### config.mk
export PLATFORM = sky130hd
export DESIGN_NAME = lss_supply_sequencer
export DESIGN_NICKNAME = d
export VERILOG_FILES = /design/src/common/lss_pkg.sv /design/src/core/lss_softstart_ramp.sv /design/src/core/lss_supply_sequencer.sv
export SDC_FILE = /design/constraint.sdc
export NUM_CORES = 1
export LEC_CHECK = 0
export BUFFER_PORTS_ARGS = -buffer_cell sky130_fd_sc_hd__buf_2
export CORE_ASPECT_RATIO = 1.2
export CORE_UTILIZATION = 45
export DETAILED_ROUTE_END_ITERATION = 10
export GPL_TIMING_DRIVEN = 1
export MAX_ROUTING_LAYER = met4
export PLACE_DENSITY_LB_ADDON = 0.1
export SYNTH_ARGS = -nofsm -noshare
export SYNTH_HDL_FRONTEND = slang
export SYNTH_SLANG_ARGS = --single-unit
### constraint.sdc
create_clock -name clk -period 2.55 [get_ports clk]
set_clock_uncertainty 0.05 [all_clocks]
set_input_delay 0.1275 -clock clk [delete_from_list [all_inputs] [get_ports clk]]
set_output_delay 0.1275 -clock clk [all_outputs]
set_load 0.05 [all_outputs]
### src/common/lss_pkg.sv
// Shared constants and types of the display supply sequencer core.
// Assumes a single 40 MHz system clock; all analog events arrive as comparator levels.
package lss_pkg;

  // System clock and switching rates.
  localparam int unsigned CLK_HZ = 40_000_000;
  localparam int unsigned SW_SLOW_HZ = 250_000;
  localparam int unsigned SW_FAST_HZ = 500_000;
  localparam int unsigned DIV_SLOW = CLK_HZ / SW_SLOW_HZ;
  localparam int unsigned DIV_FAST = CLK_HZ / SW_FAST_HZ;
  localparam int unsigned DIV_W = 8;

  // Soft-start ramp: 32 reference steps, whole ramp in switching cycles.
  localparam int unsigned SS_STEPS = 32;
  localparam int unsigned SS_CYCLES_SLOW = 1024;
  localparam int unsigned SS_CYCLES_FAST = 2048;
  localparam int unsigned TPS_SLOW = SS_CYCLES_SLOW / SS_STEPS;
  localparam int unsigned TPS_FAST = SS_CYCLES_FAST / SS_STEPS;
  localparam int unsigned REF_W = 6;
  localparam int unsigned TICK_W = 7;

  // Overcurrent transient filter, rounded up to whole clock cycles.
  localparam int unsigned OC_FILTER_NS = 50_000;
  localparam int unsigned OC_FILTER_CYC = (OC_FILTER_NS * (CLK_HZ / 1_000_000) + 999) / 1000;

  // Fault timer and supervisor timeout lengths, in switching cycles.
  localparam int unsigned FAULT_TICKS_DEF = 64;
  localparam int unsigned RESET_TICKS_DEF = 256;
  localparam int unsigned CNT_W = 16;

  // Rail indices: step-down first, negative rail last.
  localparam int unsigned NUM_RAILS = 6;
  localparam int unsigned RAIL_BUCK = 0;
  localparam int unsigned RAIL_LOGIC = 1;
  localparam int unsigned RAIL_NEG = 5;
  localparam int unsigned NUM_SEQ = 4;

  typedef enum logic [1:0] {
    LSS_OFF  = 2'b00,
    LSS_SOFT = 2'b01,
    LSS_RUN  = 2'b11,
    LSS_HALT = 2'b10
  } lss_state_t;

endpackage

### src/core/lss_softstart_ramp.sv
// Soft-start reference ramp of one regulator: 32 steps paced by switching ticks.
// Assumes sw_tick is a one-cycle pulse per switching period and enable is registered.
`timescale 1ns/1ps
module lss_softstart_ramp #(
  parameter bit NEGATIVE = 1'b0
) (
  // Clock and reset
  input wire logic clk,
  input wire logic nrst,
  // Control
  input wire logic enable,
  input wire logic sw_tick,
  input wire logic rate_fast,
  // Ramp state
  output logic [lss_pkg::REF_W-1:0] ref_code,
  output logic done
);

  localparam logic [lss_pkg::REF_W-1:0] FULL = lss_pkg::REF_W'(lss_pkg::SS_STEPS);

  logic [lss_pkg::TICK_W-1:0] tick_cnt;
  logic [lss_pkg::REF_W-1:0] step;

  wire [lss_pkg::TICK_W-1:0] step_len = rate_fast ? lss_pkg::TICK_W'(lss_pkg::TPS_FAST)
                                                  : lss_pkg::TICK_W'(lss_pkg::TPS_SLOW);
  wire at_full = (step == FULL);
  wire step_end = sw_tick && (tick_cnt == step_len - 7'h01);
  // The negative rail starts at the top code and walks down to the low end point.
  wire [lss_pkg::REF_W-1:0] next_ref = NEGATIVE ? (FULL - step) : step;

  always_ff @(posedge clk or negedge nrst) begin
    if (!nrst) begin
      tick_cnt <= 7'h00;
      step <= 6'h00;
    end else if (!enable) begin
      tick_cnt <= 7'h00;
      step <= 6'h00;
    end else if (sw_tick && !at_full) begin
      tick_cnt <= step_end ? 7'h00 : tick_cnt + 7'h01;
      step <= step_end ? step + 6'h01 : step;
    end
  end

  always_ff @(posedge clk or negedge nrst) begin
    if (!nrst) begin
      ref_code <= NEGATIVE ? FULL : 6'h00;
    end else begin
      ref_code <= next_ref;
    end
  end

  assign done = enable && at_full;

endmodule // lss_softstart_ramp

### src/core/lss_supply_sequencer.sv
// Digital control core of a multi-rail display supply: gating, sequencing, soft-start,
// fault latches and the timed supervisor reset.
// Assumes all inputs are comparator levels already synchronous to clk.
// Contract
// - Turn-on low holds all regulators off
// - Turn-on rise clears faults, not thermal latch
// - Lockout stops switching, both gate drives low
// - Lockout release clears fault and thermal latches; here both clear while lockout is high, not on release
// - Step-down enabled only with all four conditions
// - Logic rail starts after step-down soft-start
// - Sequence block enables with step-down, ordering select high
// - Delay pins source or discharge per ordering select
// - Rails two to five enable on delay crossing
// - Positive references ramp up in 32 steps
// - Negative reference ramps down in 32 steps
// - Ramp lasts 1024 or 2048 switching cycles
// - Supervisor reset low while sense below threshold
// - Supervisor reset low on lockout, off, faults
// - Release only after full uninterrupted timeout
// - Supervisor reset feeds no other function
// - Undervoltage after soft-start runs fault timer
// - Persistent undervoltage latches fault, rails off
// - Ordering or turn-on rise clears fault latch
// - Over-temperature latches, kills everything incl. rail
// - Filtered overcurrent latches fault, rails off
`timescale 1ns/1ps
module lss_supply_sequencer #(
  parameter int unsigned FAULT_TICKS = lss_pkg::FAULT_TICKS_DEF,
  parameter int unsigned RESET_TICKS = lss_pkg::RESET_TICKS_DEF,
  parameter int unsigned OC_FILTER_CYCLES = lss_pkg::OC_FILTER_CYC
) (
  // Clock and reset
  input wire logic clk,
  input wire logic nrst,
  // Supply and control comparators
  input wire logic supply_lockout,
  input wire logic turn_on_input,
  input wire logic ordering_select_input,
  input wire logic switching_rate_select,
  input wire logic over_temp,
  input wire logic current_sense_trip,
  // Regulator monitors
  input wire logic [lss_pkg::NUM_RAILS-1:0] rail_below_uv,
  input wire logic [lss_pkg::NUM_SEQ-1:0] rail_delay_pin_crossed,
  // PWM requests from the current-mode loop
  input wire logic pwm_high_req,
  input wire logic pwm_low_req,
  // Supervisor sense comparator
  input wire logic supervisor_sense_input,
  // Supply and gate drive
  output logic internal_5v_rail_en,
  output logic switching_en,
  output logic high_side_gate_drive,
  output logic low_side_gate_drive,
  // Regulator enables and references
  output logic [lss_pkg::NUM_RAILS-1:0] rail_ctrl_en,
  output logic [lss_pkg::NUM_RAILS*lss_pkg::REF_W-1:0] rail_ref_code,
  output logic [lss_pkg::NUM_RAILS-1:0] soft_start_done,
  // Delay pins
  output logic rail_delay_pin_source_en,
  output logic rail_delay_pin_discharge_en,
  // Supervisor reset, open drain
  output logic supervisor_reset_out,
  output logic supervisor_reset_oe,
  // Status
  output logic fault_latch,
  output logic thermal_latch,
  output lss_pkg::lss_state_t state
);

  if (FAULT_TICKS < 1 || FAULT_TICKS > 65535) begin : g_chk_fault
    $error("FAULT_TICKS out of range");
  end
  if (RESET_TICKS < 1 || RESET_TICKS > 65535) begin : g_chk_reset
    $error("RESET_TICKS out of range");
  end
  if (OC_FILTER_CYCLES < 1 || OC_FILTER_CYCLES > 65535) begin : g_chk_oc
    $error("OC_FILTER_CYCLES out of range");
  end

  localparam logic [lss_pkg::CNT_W-1:0] FAULT_LAST = lss_pkg::CNT_W'(FAULT_TICKS - 1);
  localparam logic [lss_pkg::CNT_W-1:0] RESET_LAST = lss_pkg::CNT_W'(RESET_TICKS - 1);
  localparam logic [lss_pkg::CNT_W-1:0] OC_LAST = lss_pkg::CNT_W'(OC_FILTER_CYCLES - 1);

  function automatic logic rise(input logic cur, input logic prev);
    rise = cur && !prev;
  endfunction

  // Switching clock tick derived from the system clock.
  logic [lss_pkg::DIV_W-1:0] div_cnt;
  logic sw_tick;
  wire [lss_pkg::DIV_W-1:0] div_last = switching_rate_select ? lss_pkg::DIV_W'(lss_pkg::DIV_FAST - 1)
                                                              : lss_pkg::DIV_W'(lss_pkg::DIV_SLOW - 1);
  wire div_wrap = (div_cnt >= div_last);

  always_ff @(posedge clk or negedge nrst) begin
    if (!nrst) begin
      div_cnt <= 8'h00;
      sw_tick <= 1'b0;
    end else begin
      div_cnt <= div_wrap ? 8'h00 : div_cnt + 8'h01;
      sw_tick <= div_wrap;
    end
  end

  // Edge detection on the two clearing inputs.
  logic turn_on_prev;
  logic ordering_prev;
  always_ff @(posedge clk or negedge nrst) begin
    if (!nrst) begin
      turn_on_prev <= 1'b0;
      ordering_prev <= 1'b0;
    end else begin
      turn_on_prev <= turn_on_input;
      ordering_prev <= ordering_select_input;
    end
  end
  wire turn_on_rise = rise(turn_on_input, turn_on_prev);
  wire ordering_rise = rise(ordering_select_input, ordering_prev);

  // Enable conditions.
  wire supply_ok = !supply_lockout && turn_on_input;
  wire go = supply_ok && !fault_latch && !thermal_latch;
  wire seq_on = go && ordering_select_input;
  wire logic_go = go && soft_start_done[lss_pkg::RAIL_BUCK];
  wire [lss_pkg::NUM_SEQ-1:0] seq_go = {lss_pkg::NUM_SEQ{seq_on}} & rail_delay_pin_crossed;
  wire [lss_pkg::NUM_RAILS-1:0] next_rail_en = {seq_go, logic_go, go};

  // Soft-start ramps, one per regulator; only the last one walks downward.
  for (genvar i = 0; i < lss_pkg::NUM_RAILS; i++) begin : g_ramp
    lss_softstart_ramp #(
      .NEGATIVE(i == lss_pkg::RAIL_NEG)
    ) u_ramp (
      .clk(clk),
      .nrst(nrst),
      .enable(rail_ctrl_en[i]),
      .sw_tick(sw_tick),
      .rate_fast(switching_rate_select),
      .ref_code(rail_ref_code[i*lss_pkg::REF_W +: lss_pkg::REF_W]),
      .done(soft_start_done[i])
    );
  end

  // Undervoltage fault timer, only on rails past soft-start and while supply is valid.
  logic [lss_pkg::CNT_W-1:0] uv_cnt;
  wire uv_any = supply_ok && |(rail_below_uv & soft_start_done & rail_ctrl_en);
  wire uv_expire = uv_any && sw_tick && (uv_cnt == FAULT_LAST);

  always_ff @(posedge clk or negedge nrst) begin
    if (!nrst) begin
      uv_cnt <= 16'h0000;
    end else if (!uv_any) begin
      uv_cnt <= 16'h0000;
    end else if (sw_tick && uv_cnt != FAULT_LAST) begin
      uv_cnt <= uv_cnt + 16'h0001;
    end
  end

  // Overcurrent qualification: a trip must persist for the whole filter.
  logic [lss_pkg::CNT_W-1:0] oc_cnt;
  wire oc_set = current_sense_trip && (oc_cnt == OC_LAST);

  always_ff @(posedge clk or negedge nrst) begin
    if (!nrst) begin
      oc_cnt <= 16'h0000;
    end else if (!current_sense_trip) begin
      oc_cnt <= 16'h0000;
    end else if (oc_cnt != OC_LAST) begin
      oc_cnt <= oc_cnt + 16'h0001;
    end
  end

  // Latches: a set in the clearing cycle wins.
  wire fault_set = uv_expire || oc_set;
  wire fault_clear = supply_lockout || turn_on_rise || ordering_rise;
  wire next_fault = fault_set ? 1'b1 : (fault_clear ? 1'b0 : fault_latch);
  // Thermal only clears through a supply power cycle, never through turn-on.
  wire next_thermal = over_temp ? 1'b1 : (supply_lockout ? 1'b0 : thermal_latch);

  always_ff @(posedge clk or negedge nrst) begin
    if (!nrst) begin
      fault_latch <= 1'b0;
      thermal_latch <= 1'b0;
    end else begin
      fault_latch <= next_fault;
      thermal_latch <= next_thermal;
    end
  end

  // Sequencing state.
  lss_pkg::lss_state_t next_state;
  always_comb begin
    next_state = state;
    case (state)
      lss_pkg::LSS_OFF: begin
        if (go) next_state = lss_pkg::LSS_SOFT;
      end
      lss_pkg::LSS_SOFT: begin
        if (!go) next_state = (fault_latch || thermal_latch) ? lss_pkg::LSS_HALT : lss_pkg::LSS_OFF;
        else if (soft_start_done[lss_pkg::RAIL_BUCK]) next_state = lss_pkg::LSS_RUN;
      end
      lss_pkg::LSS_RUN: begin
        if (!go) next_state = (fault_latch || thermal_latch) ? lss_pkg::LSS_HALT : lss_pkg::LSS_OFF;
      end
      lss_pkg::LSS_HALT: begin
        if (!fault_latch && !thermal_latch) next_state = lss_pkg::LSS_OFF;
      end
      default: next_state = lss_pkg::LSS_OFF;
    endcase
  end

  // Outputs that steer the analog stages are all registered.
  wire next_switch = go;
  always_ff @(posedge clk or negedge nrst) begin
    if (!nrst) begin
      state <= lss_pkg::LSS_OFF;
      rail_ctrl_en <= 6'h00;
      switching_en <= 1'b0;
      high_side_gate_drive <= 1'b0;
      low_side_gate_drive <= 1'b0;
      internal_5v_rail_en <= 1'b0;
      rail_delay_pin_source_en <= 1'b0;
      rail_delay_pin_discharge_en <= 1'b1;
    end else begin
      state <= next_state;
      rail_ctrl_en <= next_rail_en;
      switching_en <= next_switch;
      high_side_gate_drive <= next_switch && pwm_high_req && !pwm_low_req;
      low_side_gate_drive <= next_switch && pwm_low_req;
      internal_5v_rail_en <= !next_thermal;
      rail_delay_pin_source_en <= seq_on;
      rail_delay_pin_discharge_en <= !seq_on;
    end
  end

  // Supervisor reset: nothing else in the block reads its state.
  logic [lss_pkg::CNT_W-1:0] sup_cnt;
  logic sup_released;
  wire sup_hold = !supervisor_sense_input || supply_lockout || !turn_on_input
                  || fault_latch || thermal_latch;

  always_ff @(posedge clk or negedge nrst) begin
    if (!nrst) begin
      sup_cnt <= 16'h0000;
      sup_released <= 1'b0;
    end else if (sup_hold) begin
      sup_cnt <= 16'h0000;
      sup_released <= 1'b0;
    end else if (sw_tick && !sup_released) begin
      sup_cnt <= (sup_cnt == RESET_LAST) ? sup_cnt : sup_cnt + 16'h0001;
      sup_released <= (sup_cnt == RESET_LAST);
    end
  end

  assign supervisor_reset_out = 1'b0;
  assign supervisor_reset_oe = !sup_released;

  // Helper: clock cycles from step-down enable to end of its ramp.
  logic [19:0] ss_len;
  always_ff @(posedge clk or negedge nrst) begin
    if (!nrst) begin
      ss_len <= 20'h00000;
    end else begin
      ss_len <= rail_ctrl_en[lss_pkg::RAIL_BUCK] ? ss_len + 20'h00001 : 20'h00000;
    end
  end
  localparam int unsigned SS_CLK = lss_pkg::SS_CYCLES_SLOW * lss_pkg::DIV_SLOW;

  a_off_when_low: assert property (@(posedge clk) disable iff (!nrst)
    !turn_on_input |=> rail_ctrl_en == 6'h00) else $error("rail enabled with turn-on low");
  a_thermal_kept: assert property (@(posedge clk) disable iff (!nrst)
    thermal_latch && !supply_lockout |=> thermal_latch && !internal_5v_rail_en)
    else $error("thermal latch lost without power cycle");
  a_lockout_gates: assert property (@(posedge clk) disable iff (!nrst)
    supply_lockout |=> !switching_en && !high_side_gate_drive && !low_side_gate_drive)
    else $error("gate drive active in lockout");
  a_lockout_clears: assert property (@(posedge clk) disable iff (!nrst)
    supply_lockout && !over_temp && !current_sense_trip |=> !thermal_latch && !fault_latch)
    else $error("latch not cleared in lockout");
  a_buck_cond: assert property (@(posedge clk) disable iff (!nrst)
    rail_ctrl_en[0] |-> $past(supply_ok) && !$past(fault_latch) && !$past(thermal_latch))
    else $error("step-down enabled without all conditions");
  a_logic_after: assert property (@(posedge clk) disable iff (!nrst)
    $rose(rail_ctrl_en[1]) |-> soft_start_done[0]) else $error("logic rail before step-down ramp end");
  a_seq_delay: assert property (@(posedge clk) disable iff (!nrst)
    $rose(rail_ctrl_en[2]) |-> $past(rail_delay_pin_crossed[0]) && rail_ctrl_en[0] && rail_delay_pin_source_en)
    else $error("rail enabled without delay crossing");
  a_ramp_length: assert property (@(posedge clk) disable iff (!nrst)
    $rose(soft_start_done[0]) |-> ss_len >= 20'(SS_CLK - 200) && ss_len <= 20'(SS_CLK + 200))
    else $error("soft-start length wrong");
  a_neg_ends_low: assert property (@(posedge clk) disable iff (!nrst)
    soft_start_done[5] |=> rail_ref_code[35:30] == 6'h00 || !rail_ctrl_en[5])
    else $error("negative ramp not at low end");
  a_reset_held: assert property (@(posedge clk) disable iff (!nrst)
    sup_hold |=> supervisor_reset_oe [*2]) else $error("supervisor reset released while held");
  a_fault_off: assert property (@(posedge clk) disable iff (!nrst)
    fault_latch |=> rail_ctrl_en == 6'h00 && internal_5v_rail_en == !thermal_latch)
    else $error("regulators on with fault latched");
  a_oc_filter: assert property (@(posedge clk) disable iff (!nrst)
    $rose(fault_latch) && !$past(uv_expire) |-> $past(oc_cnt) == OC_LAST)
    else $error("overcurrent latched before filter");

  c_full_start: cover property (@(posedge clk) disable iff (!nrst) $rose(rail_ctrl_en[5]));
  c_uv_fault: cover property (@(posedge clk) disable iff (!nrst) $rose(fault_latch) && $past(uv_expire));
  c_reset_release: cover property (@(posedge clk) disable iff (!nrst) $fell(supervisor_reset_oe));
  c_thermal: cover property (@(posedge clk) disable iff (!nrst) $rose(thermal_latch));

endmodule // lss_supply_sequencer
==> metrics list <==
* Number of instances resized during post-cts repair: 0
- Normalized max-slew margin: a little under half
* Path type of the worst setup path: reg2out
* Wire length of the first global-routing pass: 29.2 mm
- STA classifies the critical path startpoint as a register.
* Number of nets produced by synthesis: ~900
* Hold Fails Final Rpt: 0
* Routed WL: roughly 17 mm
- At the end of routability-driven placement, the weighted congestion stood at roughly 0.83.
- Sequential standard cell area: around 4700 um2
- Pin count of the biggest net entering global routing: 79
- 0 antenna diodes ended up in the layout.
- During placement, the flow inserted port buffers numbering around 80.
* CTS tree: yes
* Final worst path period need: 2.15 ns
- Grt peak-use layer: met2
- Area growth, synth to finish: 15.6%
- Most frequent cells in the layout: sky130_fd_sc_hd__dfrtp_1, sky130_fd_sc_hd__nor2_1, sky130_fd_sc_hd__buf_2, sky130_fd_sc_hd__nand2_1, sky130_fd_sc_hd__xor2_1
- Counting the fill cells in the layout gives around 1700.
- Leakage: ~4.7 nW
- Post-place setup slack: 0.425 ns
- Width of the die: about 130 um
- After global routing the overflow that remains totals 0.
- Worst-case setup margin in the final layout: ~0.40 ns
- The flow ran to the end, and the final reports show no timing, DRC or antenna violations.
* Number of buffer and inverter stages on the critical path: 2
* Row count: 55
- Hold buffers post-CTS: 11
* Met1 usage in global routing: 24.3%
- Flip-flop cell with the highest count after synthesis: sky130_fd_sc_hd__dfrtp_1
* Number of levels the H-tree was split into: 4
* Total Power Consumption: between 6 and 7 mW
- In the synthesized netlist, mux cells make up less than 1% of the area.
* Fraction of met3 tracks used by global routing: around 3.4%
- Of all nets on the critical path, the largest fanout is 5.
* Average wire length per cell after detail routing: 14.1 um
- Data on the critical path is required at its endpoint by 2.37 ns.
- In the routed layout, each cell is associated on average with a via count of 5.09.
- In this run the remaining antenna-violating nets after routing total 0.
- Number of synthesized flops with an enable pin: 0
* Cell area after layout: approximately 10000 um2
- CTS Buffer Depth: 2
* Synthesized-area fraction occupied by adder cells: under 10%
- Final Non-Filler Cells: 1219
- Cell Area, Placed: about 9500 um2
- Post-synthesis share of cell area spent on and, or, nand and nor gates: a little under a quarter
- The tightest hold path in the finished design has a slack of 0.0269 ns.
- Number of antenna violations at the first check in global routing: 0
* Final Util: between 50% and 60%
- Post-synth cell types: 62
- Cell type group with the largest total delay on the critical path: simple AND/OR/NAND/NOR gates
* Combined area of the multi-input logic cells: between 3000 and 4000 um2
- Arrival time at the worst endpoint: between 1.5 and 2 ns
* Post-route DRC violation count: 0
* Layout net count: 996
* Max Clk Rate: approximately 470 MHz
- Sink count of the clock tree: around 190
* Number of max-cap violations: 0
- Number of global-route vias before repair: ~6000
- The number of pins with negative max-slew slack in the final report is 0.
* Effective utilization at floorplan: 46.4%
* Instance count after placement with tap cells included: approximately 1200
- The pre-antenna-repair detailed-routing pass consisted of 4 iterations.
- Number of buffers added for setup after CTS: 0
- Largest voltage drop on the vdd net: about 0.44 mV
- Of the available clock period, the critical path in the final layout requires between 80% and 90%.
- Transition time of the tightest slew-check pin: 0.791 ns
- Cells with a size suffix above 1 make up between 10% and 20% of the layout.
- Post-synthesis cell area: 8850 um2
* Die Height: between 150 and 200 um
- Endpoint kind of the worst setup timing path: output port
- Ordered cell list for the critical path: or3b_1, nor3_2, buf_4, buf_2
- Cell at the root of the clock tree: sky130_fd_sc_hd__clkbuf_16
* Area fraction in compound gates after synthesis: under 10%
- Most common cell after layout, fill and taps aside: sky130_fd_sc_hd__dfrtp_1
- Post-synthesis sequential area ratio: between 50% and 60%
- Dividing the synthesized area by the synthesized cell count gives approximately 10 um2.
- For this design the top-level I/O count stands at 81.
- Total GRT Usage: roughly a fifth
- Slowest CP cell: sky130_fd_sc_hd__or3b_1
- In this design, the stage delay of the slowest critical-path cell is roughly 0.45 ns.
- Synth Area in XOR/XNOR: 10.1%
- Placed wire-length estimate: ~12 mm
* Final-layout setup total negative slack: 0 ns
- Async set-reset flop share out of synthesis: 100%
* Drt initial violations: 332
- Setup violators final: 0
- TritonCTS created 17 clock buffers.
- Main combinational cell family by area after synthesis: simple AND/OR/NAND/NOR gates
* RSZ-0062 raised after global routing: no
- Area enclosed by the die boundary: 20200 um2
- In this run the power density over the cells is roughly 610 nW/um2.
* Yosys warns: 0
- The path class of the tightest hold or removal check is in2reg.
- Met2 track demand over resource: a little under a third
- Count of mapped cells out of synthesis: roughly 860
* Via Count: a little over 6000
- Total of flip-flops plus latches after synthesis: roughly 190
- The later pin in the worst-skew pair is clocked with a latency of about 0.43 ns.
- The core region is between 15000 and 20000 um2.
* Clock-pin transition on the worst setup and hold timing paths: 0.07 ns
sequential cells by signal, indices dropped and copies added, names as in the netlist, 2 cells and up:
signal                  cells
g_ramp.u_ramp.next_ref     30
g_ramp.u_ramp.ref_code     36
rail_ctrl_en                6
uv_cnt                     16
oc_cnt                     16
div_cnt                     8
state                       2
g_ramp.u_ramp.tick_cnt     42
sup_cnt                    16
g_ramp.u_ramp.step          6
synthesized netlist by cell type, types with 3 or more instances:
library cell | number | area [um2]
sky130_fd_sc_hd__or3_1 | 8 | 50.1
sky130_fd_sc_hd__a21oi_1 | 14 | 70.1
sky130_fd_sc_hd__inv_1 | 31 | 116
sky130_fd_sc_hd__nor2_1 | 98 | 368
sky130_fd_sc_hd__buf_4 | 13 | 97.6
sky130_fd_sc_hd__o31ai_1 | 3 | 22.5
sky130_fd_sc_hd__nand2_1 | 76 | 285
sky130_fd_sc_hd__xor2_1 | 62 | 543
sky130_fd_sc_hd__mux2i_1 | 8 | 80.1
sky130_fd_sc_hd__a21boi_0 | 9 | 67.6
sky130_fd_sc_hd__and4_1 | 3 | 26.3
sky130_fd_sc_hd__and3_1 | 28 | 175
sky130_fd_sc_hd__nor2b_1 | 8 | 50.1
sky130_fd_sc_hd__xnor2_1 | 40 | 350
sky130_fd_sc_hd__dfrtp_1 | 187 | 4680
sky130_fd_sc_hd__nor3_1 | 23 | 115
sky130_fd_sc_hd__o21ai_0 | 21 | 105
sky130_fd_sc_hd__nor4_1 | 7 | 43.8
sky130_fd_sc_hd__nand3_1 | 43 | 215
sky130_fd_sc_hd__ha_1 | 25 | 313
sky130_fd_sc_hd__clkbuf_1 | 11 | 41.3
sky130_fd_sc_hd__nand2b_1 | 7 | 43.8
sky130_fd_sc_hd__o21a_1 | 4 | 30.0
sky130_fd_sc_hd__nand4_1 | 38 | 238
sky130_fd_sc_hd__and2_1 | 37 | 231
final cells by class:
type	count	area share, %
multi-input cells	605	37.3
clock buffers	18	4.29
well taps	256	3.13
repair buffers	105	6.37
flip-flops and latches	189	46.2
inverters	32	1.17
clock inverters	14	1.44
logic make-up after synthesis:
logic type,count (synthesis)
simple gates,398
flops,189
xor+xnor,102
compound gates,71
buf+inv,61
fa+ha+maj,25
mux,8
other cells,1
path summary, 6_finish.rpt:
| kind | slack [ns] | end | startpoint | cells after the start |
|---|---|---|---|---|
| min | 0.03 | oc_cnt[4]$_DFFE_PN0N_ | current_sense_trip | 2 |
| max | 0.40 | soft_start_done[0] | g_ramp[0].u_ramp.next_ref[3]$_DFFE_PN0P_ | 4 |
| max reg2reg | 0.45 | uv_cnt[2]$_DFFE_PN0P_ | g_ramp[5].u_ramp.step[2]$_DFFE_PN0P_ | 6 |
| min in group asynchronous | 0.24 | g_ramp[1].u_ramp.ref_code[1]$_DFF_PN0_ | nrst | 2 |
| min reg2reg | 0.37 | g_ramp[3].u_ramp.ref_code[4]$_DFF_PN0_ | g_ramp[3].u_ramp.next_ref[4]$_DFFE_PN0P_ | 0 |
| max in group asynchronous | 1.45 | rail_delay_pin_discharge_en$_DFF_PN1_ | nrst | 3 |
routing by layer:
metal,wire length [um],up-vias
li1,-,3086
met5,0,-
met4,234,0
met1,7970,3020
met3,469,18
met2,8450,75
worst reg2reg max path, cell delays in order, from the launching register on:
cell                      delay [ns]
sky130_fd_sc_hd__dfrtp_1        0.44
sky130_fd_sc_hd__or3_1          0.45
sky130_fd_sc_hd__nor3_1         0.30
sky130_fd_sc_hd__a22o_1         0.28
sky130_fd_sc_hd__o41ai_4        0.10
sky130_fd_sc_hd__buf_4          0.22
sky130_fd_sc_hd__nor3_1         0.19
power by group:
part	total [mW]	switching (mW)	internal, mW
combinational	0.460	0.294	0.165
sequential	3.12	0.0573	3.06
clock	2.62	1.21	1.41
Note: power is estimated with default switching activity, not from simulation.
